`config.mk`:
```
export PLATFORM = sky130hd
export DESIGN_NAME = mss_core
export DESIGN_NICKNAME = d
export VERILOG_FILES = /design/src/core/mss_pkg.sv /design/src/core/mss_core.sv /design/src/core/mss_rate_gen.sv /design/src/core/mss_sync.sv
export SDC_FILE = /design/constraint.sdc
export NUM_CORES = 1
export LEC_CHECK = 0
export BUFFER_PORTS_ARGS = -buffer_cell sky130_fd_sc_hd__buf_2
export CORE_MARGIN = 10
export CORE_UTILIZATION = 39
export DETAILED_ROUTE_END_ITERATION = 10
export PLACE_DENSITY_LB_ADDON = 0.2
export SLEW_MARGIN = 10
export SYNTH_ARGS = -nofsm -noshare
export SYNTH_HDL_FRONTEND = slang
export SYNTH_HIERARCHICAL = 1
export SYNTH_SLANG_ARGS = --single-unit
```
`constraint.sdc`:
```
create_clock -name clk -period 5 [get_ports clk]
set_clock_uncertainty 0.2 [all_clocks]
set_input_delay 0.75 -clock clk [delete_from_list [all_inputs] [get_ports clk]]
set_output_delay 0.75 -clock clk [all_outputs]
set_load 0.02 [all_outputs]
```
`src/core/mss_pkg.sv`:
```
// Purpose: Shared constants and carriers of the byte-wide serial port
// Assumes: Register byte address is four times the register index
// Notes: Data register index is placed right after the status index
package mss_pkg;
    localparam logic [7:0] MSS_IDX_CONTROL = 8'h0d;
    localparam logic [7:0] MSS_IDX_STATUS = 8'h0e;
    localparam logic [7:0] MSS_IDX_DATA = 8'h0f;
    localparam logic [7:0] MSS_ADDR_CONTROL = {MSS_IDX_CONTROL[5:0], 2'h0};
    localparam logic [7:0] MSS_ADDR_STATUS = {MSS_IDX_STATUS[5:0], 2'h0};
    localparam logic [7:0] MSS_ADDR_DATA = {MSS_IDX_DATA[5:0], 2'h0};

    // Control field positions
    localparam int MSS_CTL_IRQ_EN = 7;
    localparam int MSS_CTL_PORT_EN = 6;
    localparam int MSS_CTL_ORDER = 5;
    localparam int MSS_CTL_MASTER = 4;
    localparam int MSS_CTL_POL = 3;
    localparam int MSS_CTL_PHASE = 2;
    localparam int MSS_CTL_RATE_HI = 1;
    localparam int MSS_CTL_RATE_LO = 0;
    // Status field positions
    localparam int MSS_STS_DONE = 7;
    localparam int MSS_STS_COLL = 6;
    localparam int MSS_STS_DBL = 0;

    localparam logic [7:0] MSS_CONTROL_RESET = 8'h00;
    localparam logic [7:0] MSS_STATUS_RESET = 8'h00;
    localparam logic [7:0] MSS_DATA_RESET = 8'h00;
    localparam logic [3:0] MSS_EDGE_LAST = 4'hf;

    // Half SCK period in system clocks, indexed by {double, rate_hi, rate_lo}
    localparam logic [6:0] MSS_HALF_PERIOD [8] = '{
        7'h02, 7'h08, 7'h20, 7'h40, 7'h01, 7'h04, 7'h10, 7'h20};

    typedef struct packed {
        logic sck;
        logic mosi;
        logic miso;
        logic ss_n;
    } mss_pin_in_t;

    typedef struct packed {
        logic sck;
        logic sck_oe;
        logic mosi;
        logic mosi_oe;
        logic miso;
        logic miso_oe;
        logic ss_n;
        logic ss_oe;
    } mss_pin_out_t;

    // Software pin directions (1 = output) and general output level of select
    typedef struct packed {
        logic mosi;
        logic miso;
        logic sck;
        logic ss;
        logic ss_level;
    } mss_dir_t;
endpackage

```
`src/core/mss_core.sv`:
```
// Purpose: Byte-wide serial port, master or slave, behind an Avalon-MM slave
// Assumes: Pin inputs are asynchronous; three-state wiring is outside
// Notes: Master samples MISO after the synchroniser, so fast rates need a slow slave path
`timescale 1ns/10ps
`default_nettype none
module mss_core
    import mss_pkg::*;
(
    // Clock and reset
    input wire logic clk,
    input wire logic reset_n,
    // Avalon-MM slave
    input wire logic [7:0] address,
    input wire logic read,
    input wire logic write,
    input wire logic [3:0] byteenable,
    input wire logic [31:0] writedata,
    output logic [31:0] readdata,
    output logic waitrequest,
    // Core interrupt side
    input wire logic global_irq_en,
    input wire logic irq_vector_taken,
    output logic irq,
    // Pins
    input wire mss_pin_in_t pin_in,
    input wire mss_dir_t pin_dir,
    output mss_pin_out_t pin_out
);
    logic [7:0] control;
    logic done_flag;
    logic coll_flag;
    logic dbl;
    logic [7:0] rx_buf;
    logic [7:0] sh;
    logic [7:0] next_sh;
    logic dout;
    logic [3:0] cnt;
    logic m_busy;
    logic sck_lvl;
    logic arm_done;
    logic arm_coll;
    mss_pin_in_t pin_s;
    logic sck_d;
    logic tick;

    logic port_enable_bit;
    logic master_select_bit;
    logic clock_polarity_bit;
    logic clock_phase_bit;
    logic lsb_first;
    logic acc;
    logic wr_data;
    logic data_acc;
    logic busy;
    logic fault;
    logic slave_act;
    logic ev;
    logic sample_ev;
    logic shift_ev;
    logic done;
    logic din;
    logic start;

    assign port_enable_bit = control[MSS_CTL_PORT_EN];
    assign master_select_bit = control[MSS_CTL_MASTER];
    assign clock_polarity_bit = control[MSS_CTL_POL];
    assign clock_phase_bit = control[MSS_CTL_PHASE];
    assign lsb_first = control[MSS_CTL_ORDER];

    // Request is taken at the edge where waitrequest is seen low
    assign acc = (read || write) && !waitrequest;
    assign wr_data = acc && write && byteenable[0] && address == MSS_ADDR_DATA;
    assign data_acc = acc && address == MSS_ADDR_DATA && (read || byteenable[0]);
    assign busy = m_busy || cnt != 4'h0;

    assign fault = port_enable_bit && master_select_bit && !pin_dir.ss && !pin_s.ss_n;
    assign slave_act = port_enable_bit && !master_select_bit && !pin_s.ss_n;
    // Each SCK edge, generated or received, drives the same shifter;
    // slave edges only count once SCK has settled at its idle level
    assign ev = m_busy ? tick : (slave_act && pin_s.sck != sck_d && (cnt != 4'h0 || sck_d == clock_polarity_bit));
    assign sample_ev = ev && (cnt[0] == clock_phase_bit);
    assign shift_ev = ev && (cnt[0] != clock_phase_bit);
    assign done = ev && cnt == MSS_EDGE_LAST;
    assign din = master_select_bit ? pin_s.miso : pin_s.mosi;
    assign start = wr_data && !busy && port_enable_bit && master_select_bit && !fault;

    always_comb begin
        next_sh = sh;
        if (sample_ev) begin
            next_sh = lsb_first ? {din, sh[7:1]} : {sh[6:0], din};
        end
    end

    mss_sync #(.W(4), .INIT(4'h1)) u_sync (
        .clk(clk),
        .reset_n(reset_n),
        .d(pin_in),
        .q(pin_s)
    );

    // Rate bits only reach the generator, which runs in master mode only
    mss_rate_gen u_rate (
        .clk(clk),
        .reset_n(reset_n),
        .run(m_busy),
        .sel({dbl, control[MSS_CTL_RATE_HI], control[MSS_CTL_RATE_LO]}),
        .tick(tick)
    );

    // Bus handshake: one wait cycle, then the answer
    always_ff @(posedge clk) begin
        if (!reset_n) begin
            waitrequest <= 1'b1;
            readdata <= 32'h0;
        end else if (waitrequest && (read || write)) begin
            waitrequest <= 1'b0;
            readdata <= 32'h0;
            if (read) begin
                case (address)
                    MSS_ADDR_CONTROL: readdata[7:0] <= control;
                    MSS_ADDR_STATUS: readdata[7:0] <= {done_flag, coll_flag, 5'h00, dbl};
                    MSS_ADDR_DATA: readdata[7:0] <= rx_buf;
                    default: readdata <= 32'h0;
                endcase
            end
        end else begin
            waitrequest <= 1'b1;
        end
    end

    // Control register; a mode fault wins over a same-cycle write
    always_ff @(posedge clk) begin
        if (!reset_n) begin
            control <= MSS_CONTROL_RESET;
            dbl <= MSS_STATUS_RESET[MSS_STS_DBL];
        end else begin
            if (acc && write && byteenable[0] && address == MSS_ADDR_CONTROL) begin
                control <= writedata[7:0];
            end
            if (acc && write && byteenable[0] && address == MSS_ADDR_STATUS) begin
                dbl <= writedata[MSS_STS_DBL];
            end
            if (fault) begin
                control[MSS_CTL_MASTER] <= 1'b0;
            end
        end
    end

    // Flag arming by a status read, consumed by the next data access
    always_ff @(posedge clk) begin
        if (!reset_n) begin
            arm_done <= 1'b0;
            arm_coll <= 1'b0;
        end else if (acc && read && address == MSS_ADDR_STATUS) begin
            arm_done <= readdata[MSS_STS_DONE] || readdata[MSS_STS_COLL];
            arm_coll <= readdata[MSS_STS_COLL];
        end else if (data_acc) begin
            arm_done <= 1'b0;
            arm_coll <= 1'b0;
        end
    end

    // Done flag: a set in the clearing cycle wins
    always_ff @(posedge clk) begin
        if (!reset_n) begin
            done_flag <= MSS_STATUS_RESET[MSS_STS_DONE];
        end else if (done || fault) begin
            done_flag <= 1'b1;
        end else if (irq_vector_taken) begin
            done_flag <= 1'b0;
        end else if (data_acc && arm_done) begin
            done_flag <= 1'b0;
        end
    end

    always_ff @(posedge clk) begin
        if (!reset_n) begin
            coll_flag <= MSS_STATUS_RESET[MSS_STS_COLL];
        end else if (wr_data && busy) begin
            coll_flag <= 1'b1;
        end else if (data_acc && arm_coll) begin
            coll_flag <= 1'b0;
        end
    end

    // Master run flag and edge counter
    always_ff @(posedge clk) begin
        if (!reset_n) begin
            m_busy <= 1'b0;
            cnt <= 4'h0;
            sck_d <= 1'b0;
        end else begin
            sck_d <= pin_s.sck;
            if (!port_enable_bit || fault) begin
                m_busy <= 1'b0;
                cnt <= 4'h0;
            end else if (!master_select_bit && pin_s.ss_n) begin
                m_busy <= 1'b0;
                cnt <= 4'h0;
            end else begin
                if (start) begin
                    m_busy <= 1'b1;
                end else if (done && m_busy) begin
                    m_busy <= 1'b0;
                end
                if (ev) begin
                    cnt <= cnt + 4'h1;
                end
            end
        end
    end

    // Master SCK level toggles on every generated edge
    always_ff @(posedge clk) begin
        if (!reset_n) begin
            sck_lvl <= 1'b0;
        end else if (!m_busy) begin
            sck_lvl <= clock_polarity_bit;
        end else if (tick) begin
            sck_lvl <= !sck_lvl;
        end
    end

    // Shifter; writes during a transfer never reach it
    always_ff @(posedge clk) begin
        if (!reset_n) begin
            sh <= MSS_DATA_RESET;
            dout <= 1'b0;
        end else if (wr_data && !busy) begin
            sh <= writedata[7:0];
            dout <= lsb_first ? writedata[0] : writedata[7];
        end else begin
            sh <= next_sh;
            if (shift_ev) begin
                dout <= lsb_first ? sh[0] : sh[7];
            end
        end
    end

    // Receive buffer holds until the next full byte replaces it
    always_ff @(posedge clk) begin
        if (!reset_n) begin
            rx_buf <= MSS_DATA_RESET;
        end else if (done) begin
            rx_buf <= next_sh;
        end
    end

    always_ff @(posedge clk) begin
        if (!reset_n) begin
            irq <= 1'b0;
        end else begin
            irq <= control[MSS_CTL_IRQ_EN] && done_flag && global_irq_en;
        end
    end

    // Pin drivers
    always_ff @(posedge clk) begin
        if (!reset_n) begin
            pin_out <= '0;
        end else begin
            pin_out.sck <= sck_lvl;
            pin_out.mosi <= dout;
            pin_out.miso <= dout;
            pin_out.ss_n <= pin_dir.ss_level;
            pin_out.sck_oe <= port_enable_bit && master_select_bit && pin_dir.sck;
            pin_out.mosi_oe <= port_enable_bit && master_select_bit && pin_dir.mosi;
            pin_out.miso_oe <= slave_act && pin_dir.miso;
            pin_out.ss_oe <= pin_dir.ss && !(port_enable_bit && !master_select_bit);
        end
    end
endmodule
`default_nettype wire

```
`src/core/mss_rate_gen.sv`:
```
// Purpose: SCK half-period tick generator for master mode
// Assumes: Runs only while a master transfer is in progress
// Notes: First tick comes one half period after run rises
`timescale 1ns/10ps
`default_nettype none
module mss_rate_gen
    import mss_pkg::*;
(
    // Clock and reset
    input wire logic clk,
    input wire logic reset_n,
    // Control
    input wire logic run,
    input wire logic [2:0] sel,
    // Half-period strobe
    output logic tick
);
    logic [6:0] count;
    logic [6:0] half;

    assign half = MSS_HALF_PERIOD[sel];

    always_ff @(posedge clk) begin
        if (!reset_n || !run) begin
            count <= 7'h00;
            tick <= 1'b0;
        end else if (count == half - 7'h01) begin
            count <= 7'h00;
            tick <= 1'b1;
        end else begin
            count <= count + 7'h01;
            tick <= 1'b0;
        end
    end
endmodule
`default_nettype wire

```
`src/core/mss_sync.sv`:
```
// Purpose: Three-stage synchroniser for pin inputs
// Assumes: Inputs are asynchronous to clk
// Notes: Output moves only once stages two and three agree
`timescale 1ns/10ps
`default_nettype none
module mss_sync #(
    parameter int W = 1,
    parameter logic [W-1:0] INIT = '0
) (
    // Clock and reset
    input wire logic clk,
    input wire logic reset_n,
    // Data
    input wire logic [W-1:0] d,
    output logic [W-1:0] q
);
    logic [W-1:0] s1;
    logic [W-1:0] s2;
    logic [W-1:0] s3;

    always_ff @(posedge clk) begin
        if (!reset_n) begin
            s1 <= INIT;
            s2 <= INIT;
            s3 <= INIT;
            q <= INIT;
        end else begin
            s1 <= d;
            s2 <= s1;
            s3 <= s2;
            for (int i = 0; i < W; i++) begin
                if (s2[i] == s3[i]) begin
                    q[i] <= s3[i];
                end
            end
        end
    end
endmodule
`default_nettype wire

```
==> results of run 1 <==
-- flip-flops by register name, summed over array words and instances, names as in the netlist, 4 cells and up --
| signal | count |
|---|---|
| sh | 8 |
| u_rate/count | 7 |
| u_sync/s2 | 4 |
| cnt | 4 |
| readdata | 8 |
| pin_out | 7 |
| control | 8 |
| u_sync/q | 4 |
| rx_buf | 8 |
| u_sync/s3 | 4 |
| u_sync/s1 | 4 |
-- logic make-up (layout without fill, tap and decap cells) --
family	after synthesis	after routing	share of synthesized area
flip-flops	78	78	0.418
adder cells (fa/ha/maj)	4	4	0.0134
AO/OA/AOI/OAI	79	79	0.148
buffers and inverters	49	72	0.0821
AND/OR/NAND/NOR	130	130	0.197
XOR/XNOR	15	15	0.0352
multiplexers	37	37	0.105
other	1	24	0.00100
-- stage by stage --
step                utilization  hold slack (ns)  instance area (um2)  instances
finish                    0.445            0.216                 4130        568
global placement          0.425            0.190                 3950        552
CTS                       0.445            0.216                 4130        568
floorplan                     -            0.186                 3820        416
detailed placement        0.425            0.198                 3950        552
global route              0.445            0.238                 4130        568
-- worst reg2reg max path, cell delays in order, from the launching register on --
cell and delay, ns:
dfxtp_1 0.35, inv_1 0.11, ha_1 0.18, nor4b_1 0.44, or4b_1 0.77, nand2_1 0.33, o22ai_1 0.13
-- per-layer routing --
layer	track usage	vias up
li1	-	1427
met1	0.150	1349
met2	0.191	58
met3	0.0278	11
met4	0.0541	0
met5	0	-
-- cells in the final DEF (no fill, tap or decap), types with 3 or more instances in the layout --
cell type,instances
dfxtp_1,78
buf_2,49
nand2_1,40
conb_1,24
mux2i_1,21
o21ai_0,16
mux2_2,16
nor2b_1,15
nor2_1,15
and2_1,13
o22ai_1,12
a21oi_1,10
clkbuf_8,10
xnor2_1,8
a22oi_1,8
xor2_1,7
inv_1,6
nand2b_1,6
a311oi_1,6
a21boi_0,5
and2_2,5
nand3_1,4
o211ai_1,4
and4_1,4
ha_1,4
nor3_1,3
or3b_2,3
o211a_1,3
-- power groups by stage --
stage	logic, mW	clock network, mW	registers (mW)
2_1_floorplan	0.0506	0	0.645
3_3_place_gp	0.0601	0	0.643
3_5_place_dp	0.0607	0	0.643
4_1_cts	0.0609	0.457	0.629
5_1_grt	0.0677	0.485	0.630
6_report	0.0614	0.443	0.629
-- cell type report --
type / count / area (um2)
Clock buffer: 11 / 141
Clock inverter: 5 / 41.3
Fill cell: 935 / 5150
Inverter: 6 / 22.5
Multi-Input combinational cell: 289 / 1950
Sequential cell: 78 / 1560
Tap cell: 129 / 161
Timing Repair Buffer: 50 / 253
-- synth_stat cells, types with 3 or more instances --
cell	number
a21oi_1	10
and4_1	4
dfxtp_1	78
nand2_1	40
nor2b_1	15
a311oi_1	6
and2_1	13
or3b_2	3
xnor2_1	8
xor2_1	7
o211a_1	3
a21boi_0	5
clkbuf_1	10
a22oi_1	8
buf_4	26
buf_6	3
ha_1	4
nor3_1	3
nor2_1	15
o21ai_0	16
o211ai_1	4
nand3_1	4
mux2i_1	21
o22ai_1	12
mux2_2	16
inv_1	6
nand2b_1	6
and2_2	5
-- how the worst max path moves through the flow --
stage | startpoint | end | cells past startpoint
6_report | address[2] | control[4]$_SDFFE_PP0P_ | 6
5_1_grt | cnt[0]$_SDFFE_PP0P_ | sh[1]$_SDFF_PN0_ | 6
4_1_cts | cnt[0]$_SDFFE_PP0P_ | sh[4]$_SDFF_PN0_ | 6
3_5_place_dp | address[2] | control[4]$_SDFFE_PP0P_ | 6
3_3_place_gp | address[2] | control[4]$_SDFFE_PP0P_ | 6
2_1_floorplan | address[7] | control[4]$_SDFFE_PP0P_ | 6
==> metrics.cfg, run 1 <==
[clocking]
cts_tree = built
numCtsBuffers = 9
path_clk_slew_ns = 0.09
htreeDepth = 3
cts_root_buf = clkbuf_8
clock_latency_ns = 0.35
cts_max_path_buffers = 2
cts_hold_buf = 0
cts.sinks = 78
cts_resized = 0
cts_setup_buffers = 0

[power]
p_int_mw = 0.844
pwr-share-seq = 0.555
netSwitchingPower_mw = 0.289
peakVddDrop_uv = 139
p_leak_nw = 1.64
p_clk_frac = 0.391
swShare = 0.255
p_comb_frac = 0.054
finalPower_mw = 1.13
power.density_nw_per_um2 = 274

[placement]
preCtsSetupSlack_ns = 1.99
port_buffers = 49
hpwl_um = 6230
gp_routability_congestion = 0.760

[timing]
period_minus_slack_ns = 2.69
tns_ns = 0
timing.final.crit_share = 0.537
worst_slew_pin_slew_ns = 0.666
hold_viol_final = 0
slew_violations = 0
fmax_mhz = 372
worst_slack_ns = 2.31
slew_headroom = 0.556
setup_viol = 0
grt_setup_unrepaired = false

[drt]
drt_first_iter_violations = 171
met2WireLength_um = 4010
vias = 2845
dr.pass1.iters = 4
met1Wirelength_um = 3890
wl_per_cell_um = 14.8
routed_wl_um = 8400
drcViolationCount = 0
highest_layer = met4
vias_per_cell = 5.01
drtAntennaViolNets = 0
dr_wl_met3_um = 334

[worst_setup_path]
r2r_cells = 6
critical_path_class = input port to flip-flop
critical-path-top-delay-family = simple AND/OR/NAND/NOR gates
path_buf_inv = 1
critical_path.max_stage_delay_ns = 0.76
r2r-end = sh[4]$_SDFF_PN0_
end_kind = flip-flop
reg2reg_from = cnt[0]$_SDFFE_PP0P_
start_kind = input port
crit_path_cell_trace = buf_2 -> or3b_1 -> or2_1 -> or4_1 -> mux2i_1 -> nor3b_1
crit_fanout = 8
cp_slowest_cell = or4_1
cp.required_ns = 5.08
arrival_ns = 2.76
reg2reg_slack_ns = 2.35

[synthesis]
ys_top_cells_by_area = dfxtp_1 (42%), mux2i_1 (5.6%), buf_4 (5.2%)
synth_top_area_cell = dfxtp_1
ys_warn_count = 6
synth_area_um2 = 3730
synthArstFlopShare = 0
synth-seq-area-share = 0.418
syn_area_per_cell_um2 = 9.50
synth_top_area_share = 0.418
synth_edf_count = 0
synth_cells = 393
ys.flop_type = dfxtp_1
synth_cell_types = 62
ys_ff_latch = 78

[global_routing]
grt_pass1_wl_um = 14100
grtUsageTotal = 0.120
grt_max_degree = 39
grt_pass1_vias = 2819
grt-ovfl-total = 0
antenna_found_initial = 0

[cells_and_area]
finalNetCount = 497
syn_to_final_growth_pct = 10.7
drive_above_1_share = 0.214
num_antenna_cells = 0

[floorplanning]
core_um2 = 9280
io_pins = 101
die_area_um2 = 13900
rows = 35
initial_core_util = 0.402
die_x_um = 118
die_y_um = 118

[worst_hold_path]
hold_depth = 1
hp-class = flip-flop to flip-flop
hold_start = u_sync/s1[0]$_SDFF_PN1_
whs_endpoint = u_sync/s2[0]$_SDFF_PN1_

[status]
status = completed

[job]
cap_violations = 0

Note: power is estimated with default switching activity, not from simulation.
==> run 2: changes to the inputs <==
ABC_AREA = 1   (was default)
clock period = 2.4 ns   (was 5 ns; I/O delays follow)
==> metrics.cfg, run 2 <==
[status]
status = completed

[worst_setup_path]
reg2reg_slack_ns = 0.35  ; -2.00 ns
r2r_cells = 12  ; +6
cp.required_ns = 2.47  ; -2.61 ns
crit_path_cell_trace = inv_1 -> ha_1 -> nand2_1 -> nor2_1 -> nand2_1 -> nand3_2 -> nand2_4 -> nand2_4 -> inv_2 -> nand3_1 -> nand2_1 -> inv_1
critical-path-top-delay-family = simple AND/OR/NAND/NOR gates
r2r-end = rx_buf[6]$_SDFFE_PN0P_
cp_slowest_cell = dfxtp_1
end_kind = flip-flop
critical_path_class = flip-flop to flip-flop
reg2reg_from = cnt[0]$_SDFFE_PP0P_
path_buf_inv = 3  ; +2
crit_fanout = 13  ; +5
start_kind = flip-flop
critical_path.max_stage_delay_ns = 0.44  ; -0.32 ns
arrival_ns = 2.11  ; -0.65 ns
critPathMostFrequentCell = nand2_1

[synthesis]
ys_top_cells_by_area = dfxtp_1 (39%), nand2_1 (13%), inv_1 (8.7%)
synth-seq-area-share = 0.395  ; -0.0236
synth_top_area_cell = dfxtp_1
ys.flop_type = dfxtp_1
synth_most_common_cell = nand2_1
synth_area_um2 = 3960  ; +6.0%
ys_ff_latch = 78  ; unchanged
synth_cell_types = 39  ; -37%
synth_top_area_share = 0.395  ; -0.0236
synthArstFlopShare = 0  ; unchanged
synth_edf_count = 0  ; unchanged
syn_area_per_cell_um2 = 6.96  ; -27%
ys_warn_count = 6  ; unchanged
synth_common_cells = nand2_1 (139), inv_1 (92), dfxtp_1 (78)
synth_cells = 568  ; +45%

[timing]
slew_headroom = 0.511  ; -0.0447
timing.hold.ws_ns = 0.0150  ; -0.201 ns
grt_setup_unrepaired = false
hold_viol_final = 0  ; unchanged
worst_slew_pin_slew_ns = 0.733  ; +0.0674 ns
slew_violations = 0  ; unchanged
period_minus_slack_ns = 2.05
tns_ns = 0  ; unchanged
timing.final.crit_share = 0.852
fmax_mhz = 489
setup_viol = 0  ; unchanged

[floorplanning]
die_area_um2 = 14600  ; +4.9%
die_x_um = 121  ; +2.4%
die_y_um = 121  ; +2.4%
core_um2 = 9820  ; +5.8%
io_pins = 101  ; unchanged
rows = 36  ; +2.9%
initial_core_util = 0.403  ; +0.000756

[global_routing]
grt_pass1_wl_um = 15300  ; +8.7%
grt-ovfl-total = 0  ; unchanged
antenna_found_initial = 0  ; unchanged
grt_max_degree = 28  ; -28%
grt_pass1_vias = 3270  ; +16%
grtUsageTotal = 0.127  ; +0.00662

[drt]
dr.pass1.iters = 4  ; unchanged
vias_per_cell = 4.56  ; -9.0%
routed_wl_um = 9220  ; +9.8%
drtAntennaViolNets = 0  ; unchanged
wl_per_cell_um = 12.1  ; -18%
drt_first_iter_violations = 283  ; +65%
drcViolationCount = 0  ; unchanged
vias = 3468  ; +22%

[placement]
gp_routability_congestion = 0.792  ; +4.2%
port_buffers = 49  ; unchanged
hpwl_um = 6940  ; +11%

[worst_hold_path]
whs_endpoint = pin_out[2]$_SDFF_PN0_
hold_start = pin_dir[3]
hold_depth = 3  ; +2
hp-class = input port to flip-flop

[job]
cap_violations = 0  ; unchanged

[power]
p_clk_frac = 0.415  ; +0.024
p_int_mw = 1.86  ; +120%
p_leak_nw = 2.17  ; +32%
netSwitchingPower_mw = 0.627  ; +120%
power.density_nw_per_um2 = 556  ; +100%
p_comb_frac = 0.059  ; +0.005
peakVddDrop_uv = 286  ; +110%
swShare = 0.252  ; -0.00275
pwr-share-seq = 0.526  ; -0.029
finalPower_mw = 2.49  ; +120%

[cells_and_area]
drive_above_1_share = 0.178  ; -0.0358
multi_input_area_um2 = 1820  ; -6.5%
finalNetCount = 686  ; +38%
num_antenna_cells = 0  ; unchanged
num-fill-cells = 1075  ; +15%
ff_latch_area_um2 = 1560  ; unchanged
syn_to_final_growth_pct = 13.2
mostFrequentLayoutCells = nand2_1 (139), inv_1 (92), dfxtp_1 (78)
final_common_cell = nand2_1

[clocking]
path_clk_slew_ns = 0.09  ; about the same
cts_max_path_buffers = 2  ; unchanged
cts_tree = built
cts_hold_buf = 5  ; +5
cts.sinks = 78  ; unchanged
cts_resized = 0  ; unchanged
cts_setup_buffers = 0  ; unchanged
clock_latency_ns = 0.36  ; about the same
cts_root_buf = clkbuf_8
numCtsBuffers = 9  ; unchanged
htreeDepth = 3  ; unchanged

-- run 2: worst max path at each step --
stage                     cells after the start                    start  slack, ns                          to
final                                        12      cnt[0]$_SDFFE_PP0P_       0.35      rx_buf[6]$_SDFFE_PN0P_
after global routing                         12      cnt[0]$_SDFFE_PP0P_       0.09      rx_buf[6]$_SDFFE_PN0P_
after CTS                                    12      cnt[0]$_SDFFE_PP0P_       0.34      rx_buf[6]$_SDFFE_PN0P_
after detailed placement                     12      cnt[0]$_SDFFE_PP0P_       0.34      rx_buf[6]$_SDFFE_PN0P_
after global placement                       12      cnt[0]$_SDFFE_PP0P_       0.35      rx_buf[6]$_SDFFE_PN0P_
after floorplan                              13  control[1]$_SDFFE_PN0P_       0.58  u_rate/count[2]$_SDFF_PP0_
-- run 2: power groups by stage --
stage	clock [mW]	combinational, mW	sequential, mW
6_report	1.03	0.146	1.31
4_1_cts	1.06	0.145	1.31
3_5_place_dp	0	0.138	1.34
2_1_floorplan	0	0.116	1.34
3_3_place_gp	0	0.137	1.34
5_1_grt	1.12	0.163	1.31
-- run 2: per-layer routing --
metal  vias up  global-route usage  routed length (um)
met4         0              0.0475                  92
met3         7              0.0349                 508
met5         -                   0                   0
met1      1555               0.156                4290
met2        84               0.206                4320
li1       1822                   -                   -
-- run 2: final cells by class --
type                       count  area share
tap                          133      0.0372
clock inverter                 6      0.0154
multi-input combinational    373       0.407
inverter                     101      0.0847
timing repair buffer          60      0.0760
clock buffer                  10      0.0307
sequential                    78       0.349
-- run 2: cells by family (layout without fill, tap and decap cells) --
group | count (synthesis) | after routing | share of synthesized area
xor+xnor | 6 | 6 | 0.0152
other cells | 1 | 24 | 0.000948
fa+ha+maj | 4 | 4 | 0.0127
compound gates | 77 | 77 | 0.103
simple gates | 262 | 262 | 0.308
flops | 78 | 78 | 0.395
buf+inv | 140 | 177 | 0.166
-- run 2: worst register-to-register path, stage by stage (launching register included) --
cell	delay [ns]
dfxtp_1	0.44
inv_1	0.09
ha_1	0.20
nand2_1	0.10
nor2_1	0.05
nand2_1	0.07
nand3_2	0.09
nand2_4	0.18
nand2_4	0.13
inv_2	0.16
nand3_1	0.13
nand2_1	0.08
inv_1	0.03
-- run 2: stage by stage --
stage          utilization  instances  area, um2  worst slack (ns)
5_1_grt              0.456        761       4480            0.0904
3_3_place_gp         0.430        740       4220             0.351
2_1_floorplan            -        591       4040             0.579
6_report             0.456        761       4480             0.354
3_5_place_dp         0.430        740       4220             0.339
4_1_cts              0.456        761       4480             0.337
